<file path="config.mk">
export PLATFORM = sky130hd
export DESIGN_NAME = bank_addr_core
export DESIGN_NICKNAME = d
export VERILOG_FILES = /design/src/hdl/bank_fmt_pkg.sv /design/src/hdl/bank_addr_core.sv /design/src/hdl/mac_unit.sv
export SDC_FILE = /design/constraint.sdc
export NUM_CORES = 2
export LEC_CHECK = 0
export ABC_AREA = 1
export BUFFER_PORTS_ARGS = -buffer_cell sky130_fd_sc_hd__buf_2
export CELL_PAD_IN_SITES_DETAIL_PLACEMENT = 2
export CELL_PAD_IN_SITES_GLOBAL_PLACEMENT = 2
export CORE_MARGIN = 8
export CORE_UTILIZATION = 30
export DETAILED_ROUTE_END_ITERATION = 8
export GPL_ROUTABILITY_DRIVEN = 0
export HOLD_SLACK_MARGIN = 0.03
export MAX_ROUTING_LAYER = met4
export PLACE_DENSITY = 0.7
export SYNTH_ARGS = -nofsm -noshare
export SYNTH_HDL_FRONTEND = slang
export SYNTH_SLANG_ARGS = --single-unit
</file>
<file path="constraint.sdc">
create_clock -name clk_sys -period 8.5 [get_ports clk_sys]
set_input_delay 0.85 -clock clk_sys [delete_from_list [all_inputs] [get_ports clk_sys]]
set_output_delay 0.85 -clock clk_sys [all_outputs]
set_load 0.03 [all_outputs]
</file>
<file path="src/hdl/bank_fmt_pkg.sv">
// Shared constants, types and helpers for the bank address and data format core.
// Assumes a single 10 MHz system clock and a synchronous active-high reset.
package bank_fmt_pkg;

    // Address space shape
    localparam int BANK_W = 4;
    localparam int BYTE_ADDR_W = 16;
    localparam int ADDR_W = 20;
    localparam int BANK_COUNT = 16;
    localparam int BANK_BYTES = 65536;
    localparam int DATA_W = 16;
    localparam int REG_AW = 5;
    localparam int MAC_W = 36;
    localparam int MASK_W = 8;
    localparam int REP_W = 6;

    // Register offsets
    localparam logic [4:0] R_EXT_K = 5'h00;
    localparam logic [4:0] R_CCR = 5'h01;
    localparam logic [4:0] R_STACK_BANK = 5'h02;
    localparam logic [4:0] R_IX = 5'h03;
    localparam logic [4:0] R_IY = 5'h04;
    localparam logic [4:0] R_IZ = 5'h05;
    localparam logic [4:0] R_PC = 5'h06;
    localparam logic [4:0] R_SP = 5'h07;
    localparam logic [4:0] R_MUL_H = 5'h08;
    localparam logic [4:0] R_MUL_I = 5'h09;
    localparam logic [4:0] R_AM_EXT = 5'h0a;
    localparam logic [4:0] R_AM_HI = 5'h0b;
    localparam logic [4:0] R_AM_LO = 5'h0c;
    localparam logic [4:0] R_XMASK = 5'h0d;
    localparam logic [4:0] R_YMASK = 5'h0e;
    localparam logic [4:0] R_MAC_CMD = 5'h0f;
    localparam logic [4:0] R_EA_HI = 5'h10;
    localparam logic [4:0] R_EA_LO = 5'h11;
    localparam logic [4:0] R_STATUS = 5'h12;

    // Field positions in the extension register, condition codes and MAC command
    localparam int EK_LSB = 12;
    localparam int XK_LSB = 8;
    localparam int YK_LSB = 4;
    localparam int ZK_LSB = 0;
    localparam int PK_LSB = 0;
    localparam int MAC_OFS_LSB = 8;
    localparam int MAC_CLR_BIT = 6;

    // Fraction and accumulator format
    localparam logic [15:0] FRAC16_MIN = 16'h8000;
    localparam logic [15:0] FRAC16_MAX = 16'h7fff;
    localparam logic [31:0] FRAC32_MIN = 32'h80000000;
    localparam int ACC_SIGN = 35;
    localparam int ACC_EXT_MSB = 34;
    localparam int ACC_EXT_LSB = 31;

    typedef enum logic [2:0] {SRC_EXT, SRC_X, SRC_Y, SRC_Z, SRC_PC, SRC_SP} src_t;
    typedef enum logic [1:0] {KIND_FETCH, KIND_DATA, KIND_STACK, KIND_VECTOR} kind_t;
    typedef enum logic [1:0] {SIZE_BYTE, SIZE_WORD, SIZE_LONG} size_t;
    typedef enum logic [1:0] {BIT_NONE, BIT_SET, BIT_CLEAR, BIT_TEST} bitop_t;
    typedef enum logic [1:0] {SEQ_IDLE = 2'b00, SEQ_XFER = 2'b01} seq_t;

    // Bank:byte plus signed offset; the carry runs into the bank bits
    function automatic logic [19:0] ea_add(input logic [3:0] bank, input logic [15:0] base,
                                           input logic [15:0] ofs);
        return {bank, base} + {{4{ofs[15]}}, ofs};
    endfunction : ea_add

    // Bytes moved by one access of the given size
    function automatic logic [2:0] size_bytes(input size_t size);
        return (size == SIZE_LONG) ? 3'h4 : (size == SIZE_WORD) ? 3'h2 : 3'h1;
    endfunction : size_bytes

    // Fractional product aligned to the accumulator radix point
    function automatic logic [35:0] frac_mul(input logic [15:0] a, input logic [15:0] b);
        logic signed [31:0] p;
        p = $signed(a) * $signed(b);
        // Shift puts the radix between bits 31 and 30, sign copied up
        return {{3{p[31]}}, p, 1'b0};
    endfunction : frac_mul

    // Index step by a signed nibble, kept inside the modulo window when the mask is nonzero
    function automatic logic [15:0] mod_step(input logic [15:0] r, input logic [3:0] ofs,
                                             input logic [7:0] mask);
        logic [15:0] sum;
        sum = r + {{12{ofs[3]}}, ofs};
        if (mask == 8'h00) begin
            return sum;
        end
        return (r & ~{8'h00, mask}) | (sum & {8'h00, mask});
    endfunction : mod_step

endpackage : bank_fmt_pkg

</file>
<file path="src/hdl/bank_addr_core.sv">
// Bank extension registers, 20-bit address former, transfer splitter and MAC registers.
// Assumes requests come from the instruction sequencer, one at a time, while idle.
//
// How it works
// - six 4-bit bank fields, three homes
// - index, program and stack banks extend registers
// - extended bank gives upper four address bits
// - address is bank over 16-bit byte address
// - every address source is 20 bits wide
// - sixteen 64K banks, bank chosen by field
// - fetches and reset vectors use program space
// - MAC holds two fractions, accumulator, two masks
// - MAC keeps a running sum of products
// - 16-bit fraction sign at bit 15
// - 32-bit fraction sign at bit 31
// - 36-bit accumulator, sign 35, extension 34:31
// - two signed nibbles per byte as MAC offsets
// - long operands only for multiply, divide, pairs
// - decimal operands move as bytes
// - bit test byte only, set/clear byte or word
// - word is two bytes, low byte first
// - long word is two words from byte 0
// - fetches always go to word addresses
// - odd word access splits into two bytes
// - address bit 0 low on every fetch
// - bank carry changes address, not stored fields
`timescale 1ns/1ps
module bank_addr_core (
    // Clock and reset
    input wire logic clk_sys,
    input wire logic reset,
    // Register port
    input wire logic [bank_fmt_pkg::REG_AW-1:0] reg_addr,
    input wire logic [bank_fmt_pkg::DATA_W-1:0] reg_wdata,
    input wire logic reg_wr,
    input wire logic reg_rd,
    output logic [bank_fmt_pkg::DATA_W-1:0] reg_rdata,
    // Access request
    input wire logic acc_req,
    input wire bank_fmt_pkg::src_t acc_src,
    input wire bank_fmt_pkg::kind_t acc_kind,
    input wire bank_fmt_pkg::size_t acc_size,
    input wire bank_fmt_pkg::bitop_t acc_bitop,
    input wire logic [15:0] acc_offset,
    input wire logic acc_reset_vec,
    input wire logic acc_bcd,
    input wire logic acc_long_ok,
    output logic acc_busy,
    output logic acc_done,
    output logic acc_error,
    // Memory bus
    output logic bus_strobe,
    output logic [bank_fmt_pkg::ADDR_W-1:0] bus_addr,
    output logic bus_word,
    output logic bus_program
);
    import bank_fmt_pkg::*;

    typedef struct packed {
        logic [15:0] ext_k;
        logic [15:0] ccr;
        logic [3:0] stack_bank;
        logic [15:0] ix;
        logic [15:0] iy;
        logic [15:0] iz;
        logic [15:0] pc;
        logic [15:0] sp;
        logic [15:0] mul_h;
        logic [15:0] mul_i;
        logic [7:0] xmask;
        logic [7:0] ymask;
        logic [7:0] mac_ofs;
        seq_t seq;
        logic [19:0] cur;
        logic [19:0] last_ea;
        logic [2:0] left;
        logic misal;
        logic busy;
        logic done;
        logic error;
        logic strobe;
        logic word;
        logic prog;
        logic [19:0] bus_addr;
        logic [15:0] rdata;
    } state_t;

    state_t st;
    state_t next_st;

    logic mac_start;
    logic mac_clear;
    logic mac_load;
    logic [MAC_W-1:0] mac_load_val;
    logic [MAC_W-1:0] mac_acc;
    logic mac_step;
    logic mac_busy;

    // Bank fields: four in the extension register, one in the CCR, one alone
    logic [3:0] ek;
    logic [3:0] xk;
    logic [3:0] yk;
    logic [3:0] zk;
    logic [3:0] pk;
    assign ek = st.ext_k[EK_LSB+:BANK_W];
    assign xk = st.ext_k[XK_LSB+:BANK_W];
    assign yk = st.ext_k[YK_LSB+:BANK_W];
    assign zk = st.ext_k[ZK_LSB+:BANK_W];
    assign pk = st.ccr[PK_LSB+:BANK_W];

    // MAC control decoded straight from register writes
    assign mac_start = reg_wr && reg_addr == R_MAC_CMD;
    assign mac_clear = mac_start && reg_wdata[MAC_CLR_BIT];
    assign mac_load = reg_wr && (reg_addr == R_AM_EXT || reg_addr == R_AM_HI
                      || reg_addr == R_AM_LO);

    // Accumulator pieces are written one at a time, the rest kept
    always_comb begin
        mac_load_val = mac_acc;
        unique case (reg_addr)
            R_AM_EXT: mac_load_val[35:32] = reg_wdata[3:0];
            R_AM_HI: mac_load_val[31:16] = reg_wdata;
            R_AM_LO: mac_load_val[15:0] = reg_wdata;
            default: mac_load_val = mac_acc;
        endcase
    end

    mac_unit u_mac (
        .clk_sys(clk_sys),
        .reset(reset),
        .start(mac_start),
        .clear(mac_clear),
        .load(mac_load),
        .load_val(mac_load_val),
        .reps(reg_wdata[REP_W-1:0]),
        .mult_h(st.mul_h),
        .mult_i(st.mul_i),
        .acc(mac_acc),
        .step(mac_step),
        .busy(mac_busy)
    );

    // Register file, index stepping, read port and transfer sequencer
    always_comb begin
        logic [3:0] bank;
        logic [15:0] base;
        logic [19:0] ea;
        logic [2:0] step;
        logic use_word;
        logic bad;
        size_t size;
        src_t src;
        bank = 4'h0;
        base = 16'h0000;
        ea = 20'h00000;
        step = 3'h1;
        use_word = 1'b0;
        bad = 1'b0;
        size = acc_size;
        src = acc_src;
        next_st = st;
        next_st.done = 1'b0;
        next_st.error = 1'b0;
        next_st.strobe = 1'b0;
        next_st.rdata = 16'h0000;

        // Software writes; unmapped offsets are ignored
        if (reg_wr) begin
            unique case (reg_addr)
                R_EXT_K: next_st.ext_k = reg_wdata;
                R_CCR: next_st.ccr = reg_wdata;
                R_STACK_BANK: next_st.stack_bank = reg_wdata[3:0];
                R_IX: next_st.ix = reg_wdata;
                R_IY: next_st.iy = reg_wdata;
                R_IZ: next_st.iz = reg_wdata;
                R_PC: next_st.pc = reg_wdata;
                R_SP: next_st.sp = reg_wdata;
                R_MUL_H: next_st.mul_h = reg_wdata;
                R_MUL_I: next_st.mul_i = reg_wdata;
                R_XMASK: next_st.xmask = reg_wdata[7:0];
                R_YMASK: next_st.ymask = reg_wdata[7:0];
                R_MAC_CMD: next_st.mac_ofs = reg_wdata[MAC_OFS_LSB+:8];
                default: next_st.rdata = 16'h0000;
            endcase
        end

        // Each MAC step walks X and Y by the packed nibble offsets
        if (mac_step) begin
            next_st.ix = mod_step(st.ix, st.mac_ofs[7:4], st.xmask);
            next_st.iy = mod_step(st.iy, st.mac_ofs[3:0], st.ymask);
        end

        // Reads answer one cycle later; unmapped offsets read zero
        if (reg_rd) begin
            unique case (reg_addr)
                R_EXT_K: next_st.rdata = st.ext_k;
                R_CCR: next_st.rdata = st.ccr;
                R_STACK_BANK: next_st.rdata = {12'h000, st.stack_bank};
                R_IX: next_st.rdata = st.ix;
                R_IY: next_st.rdata = st.iy;
                R_IZ: next_st.rdata = st.iz;
                R_PC: next_st.rdata = st.pc;
                R_SP: next_st.rdata = st.sp;
                R_MUL_H: next_st.rdata = st.mul_h;
                R_MUL_I: next_st.rdata = st.mul_i;
                R_AM_EXT: next_st.rdata = {12'h000, mac_acc[35:32]};
                R_AM_HI: next_st.rdata = mac_acc[31:16];
                R_AM_LO: next_st.rdata = mac_acc[15:0];
                R_XMASK: next_st.rdata = {8'h00, st.xmask};
                R_YMASK: next_st.rdata = {8'h00, st.ymask};
                R_MAC_CMD: next_st.rdata = {st.mac_ofs, 7'h00, mac_busy};
                R_EA_HI: next_st.rdata = {12'h000, st.last_ea[19:16]};
                R_EA_LO: next_st.rdata = st.last_ea[15:0];
                R_STATUS: next_st.rdata = {13'h0000, st.error, mac_busy, st.busy};
                default: next_st.rdata = 16'h0000;
            endcase
        end

        unique case (st.seq)
            SEQ_IDLE: begin
                if (acc_req) begin
                    // Fetches and stack traffic pick their own base register
                    if (acc_kind == KIND_FETCH) begin
                        src = SRC_PC;
                        size = SIZE_WORD;
                    end else if (acc_kind == KIND_STACK) begin
                        src = SRC_SP;
                    end
                    if (acc_bcd) begin
                        size = SIZE_BYTE;
                    end
                    // Operand sizes that the operation cannot take are refused
                    bad = (acc_bitop == BIT_TEST && size != SIZE_BYTE)
                          || (acc_bitop != BIT_NONE && size == SIZE_LONG)
                          || (size == SIZE_LONG && !acc_long_ok);
                    unique case (src)
                        SRC_EXT: bank = ek;
                        SRC_X: bank = xk;
                        SRC_Y: bank = yk;
                        SRC_Z: bank = zk;
                        SRC_PC: bank = pk;
                        SRC_SP: bank = st.stack_bank;
                        default: bank = 4'h0;
                    endcase
                    unique case (src)
                        SRC_X: base = st.ix;
                        SRC_Y: base = st.iy;
                        SRC_Z: base = st.iz;
                        SRC_PC: base = st.pc;
                        SRC_SP: base = st.sp;
                        default: base = 16'h0000;
                    endcase
                    // Extended mode takes the offset as the byte address itself
                    if (src == SRC_EXT) begin
                        ea = {bank, acc_offset};
                    end else begin
                        ea = ea_add(bank, base, acc_offset);
                    end
                    if (acc_kind == KIND_FETCH) begin
                        ea[0] = 1'b0;
                    end
                    // Space marked at every take, so a refusal leaves no stale mark
                    next_st.prog = acc_kind == KIND_FETCH
                                   || (acc_kind == KIND_VECTOR && acc_reset_vec);
                    if (bad) begin
                        next_st.error = 1'b1;
                        next_st.done = 1'b1;
                    end else begin
                        next_st.busy = 1'b1;
                        next_st.seq = SEQ_XFER;
                        next_st.cur = ea;
                        next_st.last_ea = ea;
                        next_st.left = size_bytes(size);
                        next_st.misal = ea[0];
                    end
                end
            end
            SEQ_XFER: begin
                // Word moves only at even addresses; odd ones go byte by byte
                use_word = !st.misal && st.left >= 3'h2;
                step = use_word ? 3'h2 : 3'h1;
                next_st.strobe = 1'b1;
                next_st.word = use_word;
                next_st.bus_addr = st.cur;
                // Carry across 64K runs into the bank bits only on the bus side
                next_st.cur = st.cur + {17'h00000, step};
                next_st.left = st.left - step;
                if (st.left == step) begin
                    next_st.seq = SEQ_IDLE;
                    next_st.busy = 1'b0;
                    next_st.done = 1'b1;
                end
            end
        endcase
    end

    always_ff @(posedge clk_sys) begin
        if (reset) begin
            st <= '0;
        end else begin
            st <= next_st;
        end
    end

    assign reg_rdata = st.rdata;
    assign acc_busy = st.busy;
    assign acc_done = st.done;
    assign acc_error = st.error;
    assign bus_strobe = st.strobe;
    assign bus_addr = st.bus_addr;
    assign bus_word = st.word;
    assign bus_program = st.prog;
endmodule : bank_addr_core

</file>
<file path="src/hdl/mac_unit.sv">
// Repeating fractional multiply-accumulate engine with a 36-bit running total.
// Assumes multiplier and multiplicand are held steady while a run is active.
`timescale 1ns/1ps
module mac_unit (
    // Clock and reset
    input wire logic clk_sys,
    input wire logic reset,
    // Control
    input wire logic start,
    input wire logic clear,
    input wire logic load,
    input wire logic [bank_fmt_pkg::MAC_W-1:0] load_val,
    input wire logic [bank_fmt_pkg::REP_W-1:0] reps,
    // Operands
    input wire logic [15:0] mult_h,
    input wire logic [15:0] mult_i,
    // Results
    output logic [bank_fmt_pkg::MAC_W-1:0] acc,
    output logic step,
    output logic busy
);
    import bank_fmt_pkg::*;

    typedef struct packed {
        logic [MAC_W-1:0] acc;
        logic [REP_W-1:0] left;
        logic busy;
        logic step;
    } mac_state_t;

    mac_state_t st;
    mac_state_t next_st;

    // One product per cycle; reps plus one steps per run
    always_comb begin
        next_st = st;
        next_st.step = 1'b0;
        if (clear) begin
            next_st.acc = '0;
        end else if (load) begin
            next_st.acc = load_val;
        end
        if (st.busy) begin
            next_st.acc = st.acc + frac_mul(mult_h, mult_i);
            next_st.step = 1'b1;
            if (st.left == 6'h00) begin
                next_st.busy = 1'b0;
            end else begin
                next_st.left = st.left - 6'h01;
            end
        end else if (start) begin
            next_st.busy = 1'b1;
            next_st.left = reps;
        end
    end

    always_ff @(posedge clk_sys) begin
        if (reset) begin
            st <= '0;
        end else begin
            st <= next_st;
        end
    end

    assign acc = st.acc;
    assign step = st.step;
    assign busy = st.busy;
endmodule : mac_unit

</file>
==> run summary <==
outcome -> completed
setup fix buffers added after clock tree synthesis -> 0
root cell of the clock tree -> sky130_fd_sc_hd__clkbuf_16
power density over the cells -> 120 nW/um^2
Achievable Freq -> 128 MHz
total design power -> 3.85 mW
FF-to-FF setup slack -> 700 ps
CTS Buf Count -> 40
r2r startpoint -> st[143]$_SDFFE_PP0P_
core region area -> 96600 um^2
number of warnings issued by yosys -> 0
largest family of logic cells by synthesized area -> adder cells
number of instances on the worst hold path -> 2
DRC violation count after routing -> 0
I/O pin count -> 96
final max-slew violation count -> 0
largest fanout on the critical path -> 14
count of cell types in the netlist -> 54
setup repair after global routing missed its margin -> false
Worst Path Class, Setup -> flop to flop
post-route insts no fill -> 5432
number of global-route vias before repair -> 31100
Hold Violations, Final -> 0
remaining global-route overflow -> 0
Worst R2R Path Depth -> 31
adder-cell area share of the yosys netlist -> 26.0%
mean area per synthesized cell -> 7.06 um^2
cells resized by post-CTS repair -> 0
cell type with the highest aggregate area in the netlist -> sky130_fd_sc_hd__dfxtp_1
Sinks on Clock Net -> 301
via/cell ratio -> 5.33
Setup TNS Final -> 0 ps
sequential-to-total area share from yosys stat -> 20.6%
number of antenna violations at the first check in global routing -> 9
mux share of post-synthesis cell area -> 0%
die width -> 328 um
share of layout cells above drive strength 1 -> 6.31%
share of async-settable or async-resettable flops after synthesis -> 0%
std cell rows -> 114
Reg2Reg Capture Point -> u_mac.acc[34]$_SDFFE_PP0P_
shortest period the worst path allows -> 7800 ps
Non-Filler Cell Area, Final -> 32200 um^2
worst slew slack as a fraction of its limit -> 21.8%
pin count of the biggest net entering global routing -> 106
metal1 wirelength -> 62000 um
max-cap violation count -> 0
worst stage delay on the critical path -> 890 ps
TritonCTS clock tree -> done
Antenna Violating Nets Remaining -> 0
required time of the critical path -> 9020 ps
number of iterations in the first detailed-routing pass -> 5
Multi-input gate area -> 19200 um^2
met3 wire length -> 6550 um
clock latency on the worst-skew pair -> 600 ps
Crit. End Element -> flop
Worst Hold Slack -> 461 ps
average wire length per cell after detail routing -> 24.4 um
cell count after synthesis -> 4136
fin crit share -> 91.7%
global-route usage over all layers -> 24.8%
wire length of the first global-routing pass -> 200000 um
share of synthesized cell area in and, or, nand and nor gates -> 18.3%
type of the tightest min-delay check -> flop to flop
placed cell count -> 5356
number of buffers added to fix hold violations after cts -> 0
net count of the mapped netlist -> 4636
worst hold path endpoint -> st[237]$_SDFFE_PP0P_
startpoint types -> flop
maximum clock insertion buffer count -> 3
cell type with the highest occurrence count on the critical path -> sky130_fd_sc_hd__fa_1
top sig layer -> met4
Die Footprint -> 108000 um^2
total wire length -> 132000 um
Hold Startpoint -> st[237]$_SDFFE_PP0P_
count of flip-flops with a built-in enable after synthesis -> 0
placed standard-cell area -> 30800 um^2
post-synthesis compound-gate area fraction -> 19.5%
net count reported at finish -> 4622
half-perimeter wire length of the detailed placement result -> 108000 um
leading cell types by total area after synthesis -> sky130_fd_sc_hd__dfxtp_1 (21%), sky130_fd_sc_hd__fa_1 (18%), sky130_fd_sc_hd__inv_1 (10%)
die outline height -> 328 um
share of the synthesized netlist area taken by xor and xnor gates -> 1.89%
Starting DRT DRC Count -> 1774
DR WL met2 -> 60200 um
Syn Std Cell Area -> 29200 um^2
Area growth, synth to finish -> 10.1%
ranking of synthesized cells by instance count -> sky130_fd_sc_hd__inv_1 (792), sky130_fd_sc_hd__nand2_1 (750), sky130_fd_sc_hd__a21oi_1 (399)
via count -> 28900
number of setup violations in the final report -> 0
area taken by flip-flops and latches -> 6030 um^2
area share of the largest cell type after synthesis -> 20.6%
# fillers -> 11400
Worst Skew -> 32.3 ps
CP max stage cell -> sky130_fd_sc_hd__fa_1
number of synthesized register bits -> 301
LEAKAGE -> 15.8 nW
most used flip-flop cell after synthesis -> sky130_fd_sc_hd__dfxtp_1
peak ir drop on the vdd network -> 0.125 mV
H-tree depth -> 2
effective utilization at floorplan -> 30.3%
clock slew at reported path FFs -> 70 ps
Slew @ Worst Pin -> 1170 ps
critical path data arrival time -> 8310 ps
top-count cell post-synth -> sky130_fd_sc_hd__inv_1
quantity of I/O buffers inserted on ports -> 95
==> routing by layer <==
layer / track usage, % / vias to the layer above
met5: - / -
met4: 6.44 / 0
met3: 2.92 / 191
met2: 39.0 / 712
met1: 33.7 / 14800
li1: - / 13300
==> flip-flops by register name, indices dropped and copies added (netlist names) <==
name / count
acc_done: 1
bus_addr: 20
bus_strobe: 1
st: 208
pk: 4
ek: 4
bus_program: 1
u_mac.step: 1
u_mac.st: 6
u_mac.acc: 36
acc_error: 1
bus_word: 1
reg_rdata: 16
u_mac.busy: 1
==> final cells by class <==
type / instances / area share [%]
multi-input cells: 2819 / 59.7
well taps: 1276 / 4.96
inverters: 808 / 9.45
clock inverters: 21 / 0.809
clock buffers: 52 / 3.54
repair buffers: 152 / 2.82
diodes: 3 / 0.0233
flip-flops and latches: 301 / 18.7
==> how the worst max path moves through the flow <==
stage | to | cells after the start | from | slack [ps]
4_1_cts | u_mac.acc[35]$_SDFFE_PP0P_ | 35 | st[120]$_SDFFE_PP0P_ | 690
6_report | u_mac.acc[34]$_SDFFE_PP0P_ | 31 | st[143]$_SDFFE_PP0P_ | 700
3_5_place_dp | u_mac.acc[34]$_SDFFE_PP0P_ | 30 | st[143]$_SDFFE_PP0P_ | 720
5_1_grt | u_mac.acc[26]$_SDFFE_PP0P_ | 32 | st[120]$_SDFFE_PP0P_ | 100
3_3_place_gp | u_mac.acc[35]$_SDFFE_PP0P_ | 35 | st[120]$_SDFFE_PP0P_ | 810
2_1_floorplan | u_mac.acc[34]$_SDFFE_PP0P_ | 31 | st[143]$_SDFFE_PP0P_ | 1540
==> worst max-delay path: cells and delay by family, from the launching register on <==
family	cells	cell delay, ps
flops	1	440
fa+ha+maj	8	4190
simple gates	9	1110
compound gates	7	1070
xor+xnor	1	210
buf+inv	6	670
==> kinds of logic (layout without fill, tap and decap cells) <==
family,after synthesis,count (layout)
flops,301,301
fa+ha+maj,446,446
compound gates,1014,1014
xor+xnor,63,63
buf+inv,1016,1033
simple gates,1296,1296
other cells,0,3
==> report_power, final <==
| part | internal, mW | switching (mW) | total (mW) |
|---|---|---|---|
| Sequential | 1.46 | 0.0579 | 1.52 |
| Combinational | 0.122 | 0.347 | 0.470 |
| Clock | 1.10 | 0.755 | 1.86 |
==> cells in the final DEF, fill, tap and decap left out, types with 52 or more instances in the layout <==
master	instances
sky130_fd_sc_hd__dfxtp_1	300
sky130_fd_sc_hd__o21ai_0	326
sky130_fd_sc_hd__o22ai_1	52
sky130_fd_sc_hd__nand3_1	164
sky130_fd_sc_hd__buf_2	94
sky130_fd_sc_hd__a21oi_1	399
sky130_fd_sc_hd__buf_4	58
sky130_fd_sc_hd__ha_1	178
sky130_fd_sc_hd__a31oi_1	57
sky130_fd_sc_hd__inv_1	791
sky130_fd_sc_hd__fa_1	268
sky130_fd_sc_hd__nand2_1	750
sky130_fd_sc_hd__nor2_1	285
==> through the flow <==
stage | utilization (%) | setup slack [ps]
6_report | 33.3 | 705
5_1_grt | 33.3 | 105
4_1_cts | 33.3 | 694
3_5_place_dp | 31.8 | 715
3_3_place_gp | 31.8 | 812
2_1_floorplan | - | 1540
No activity file was read; power rests on OpenSTA's default activity.
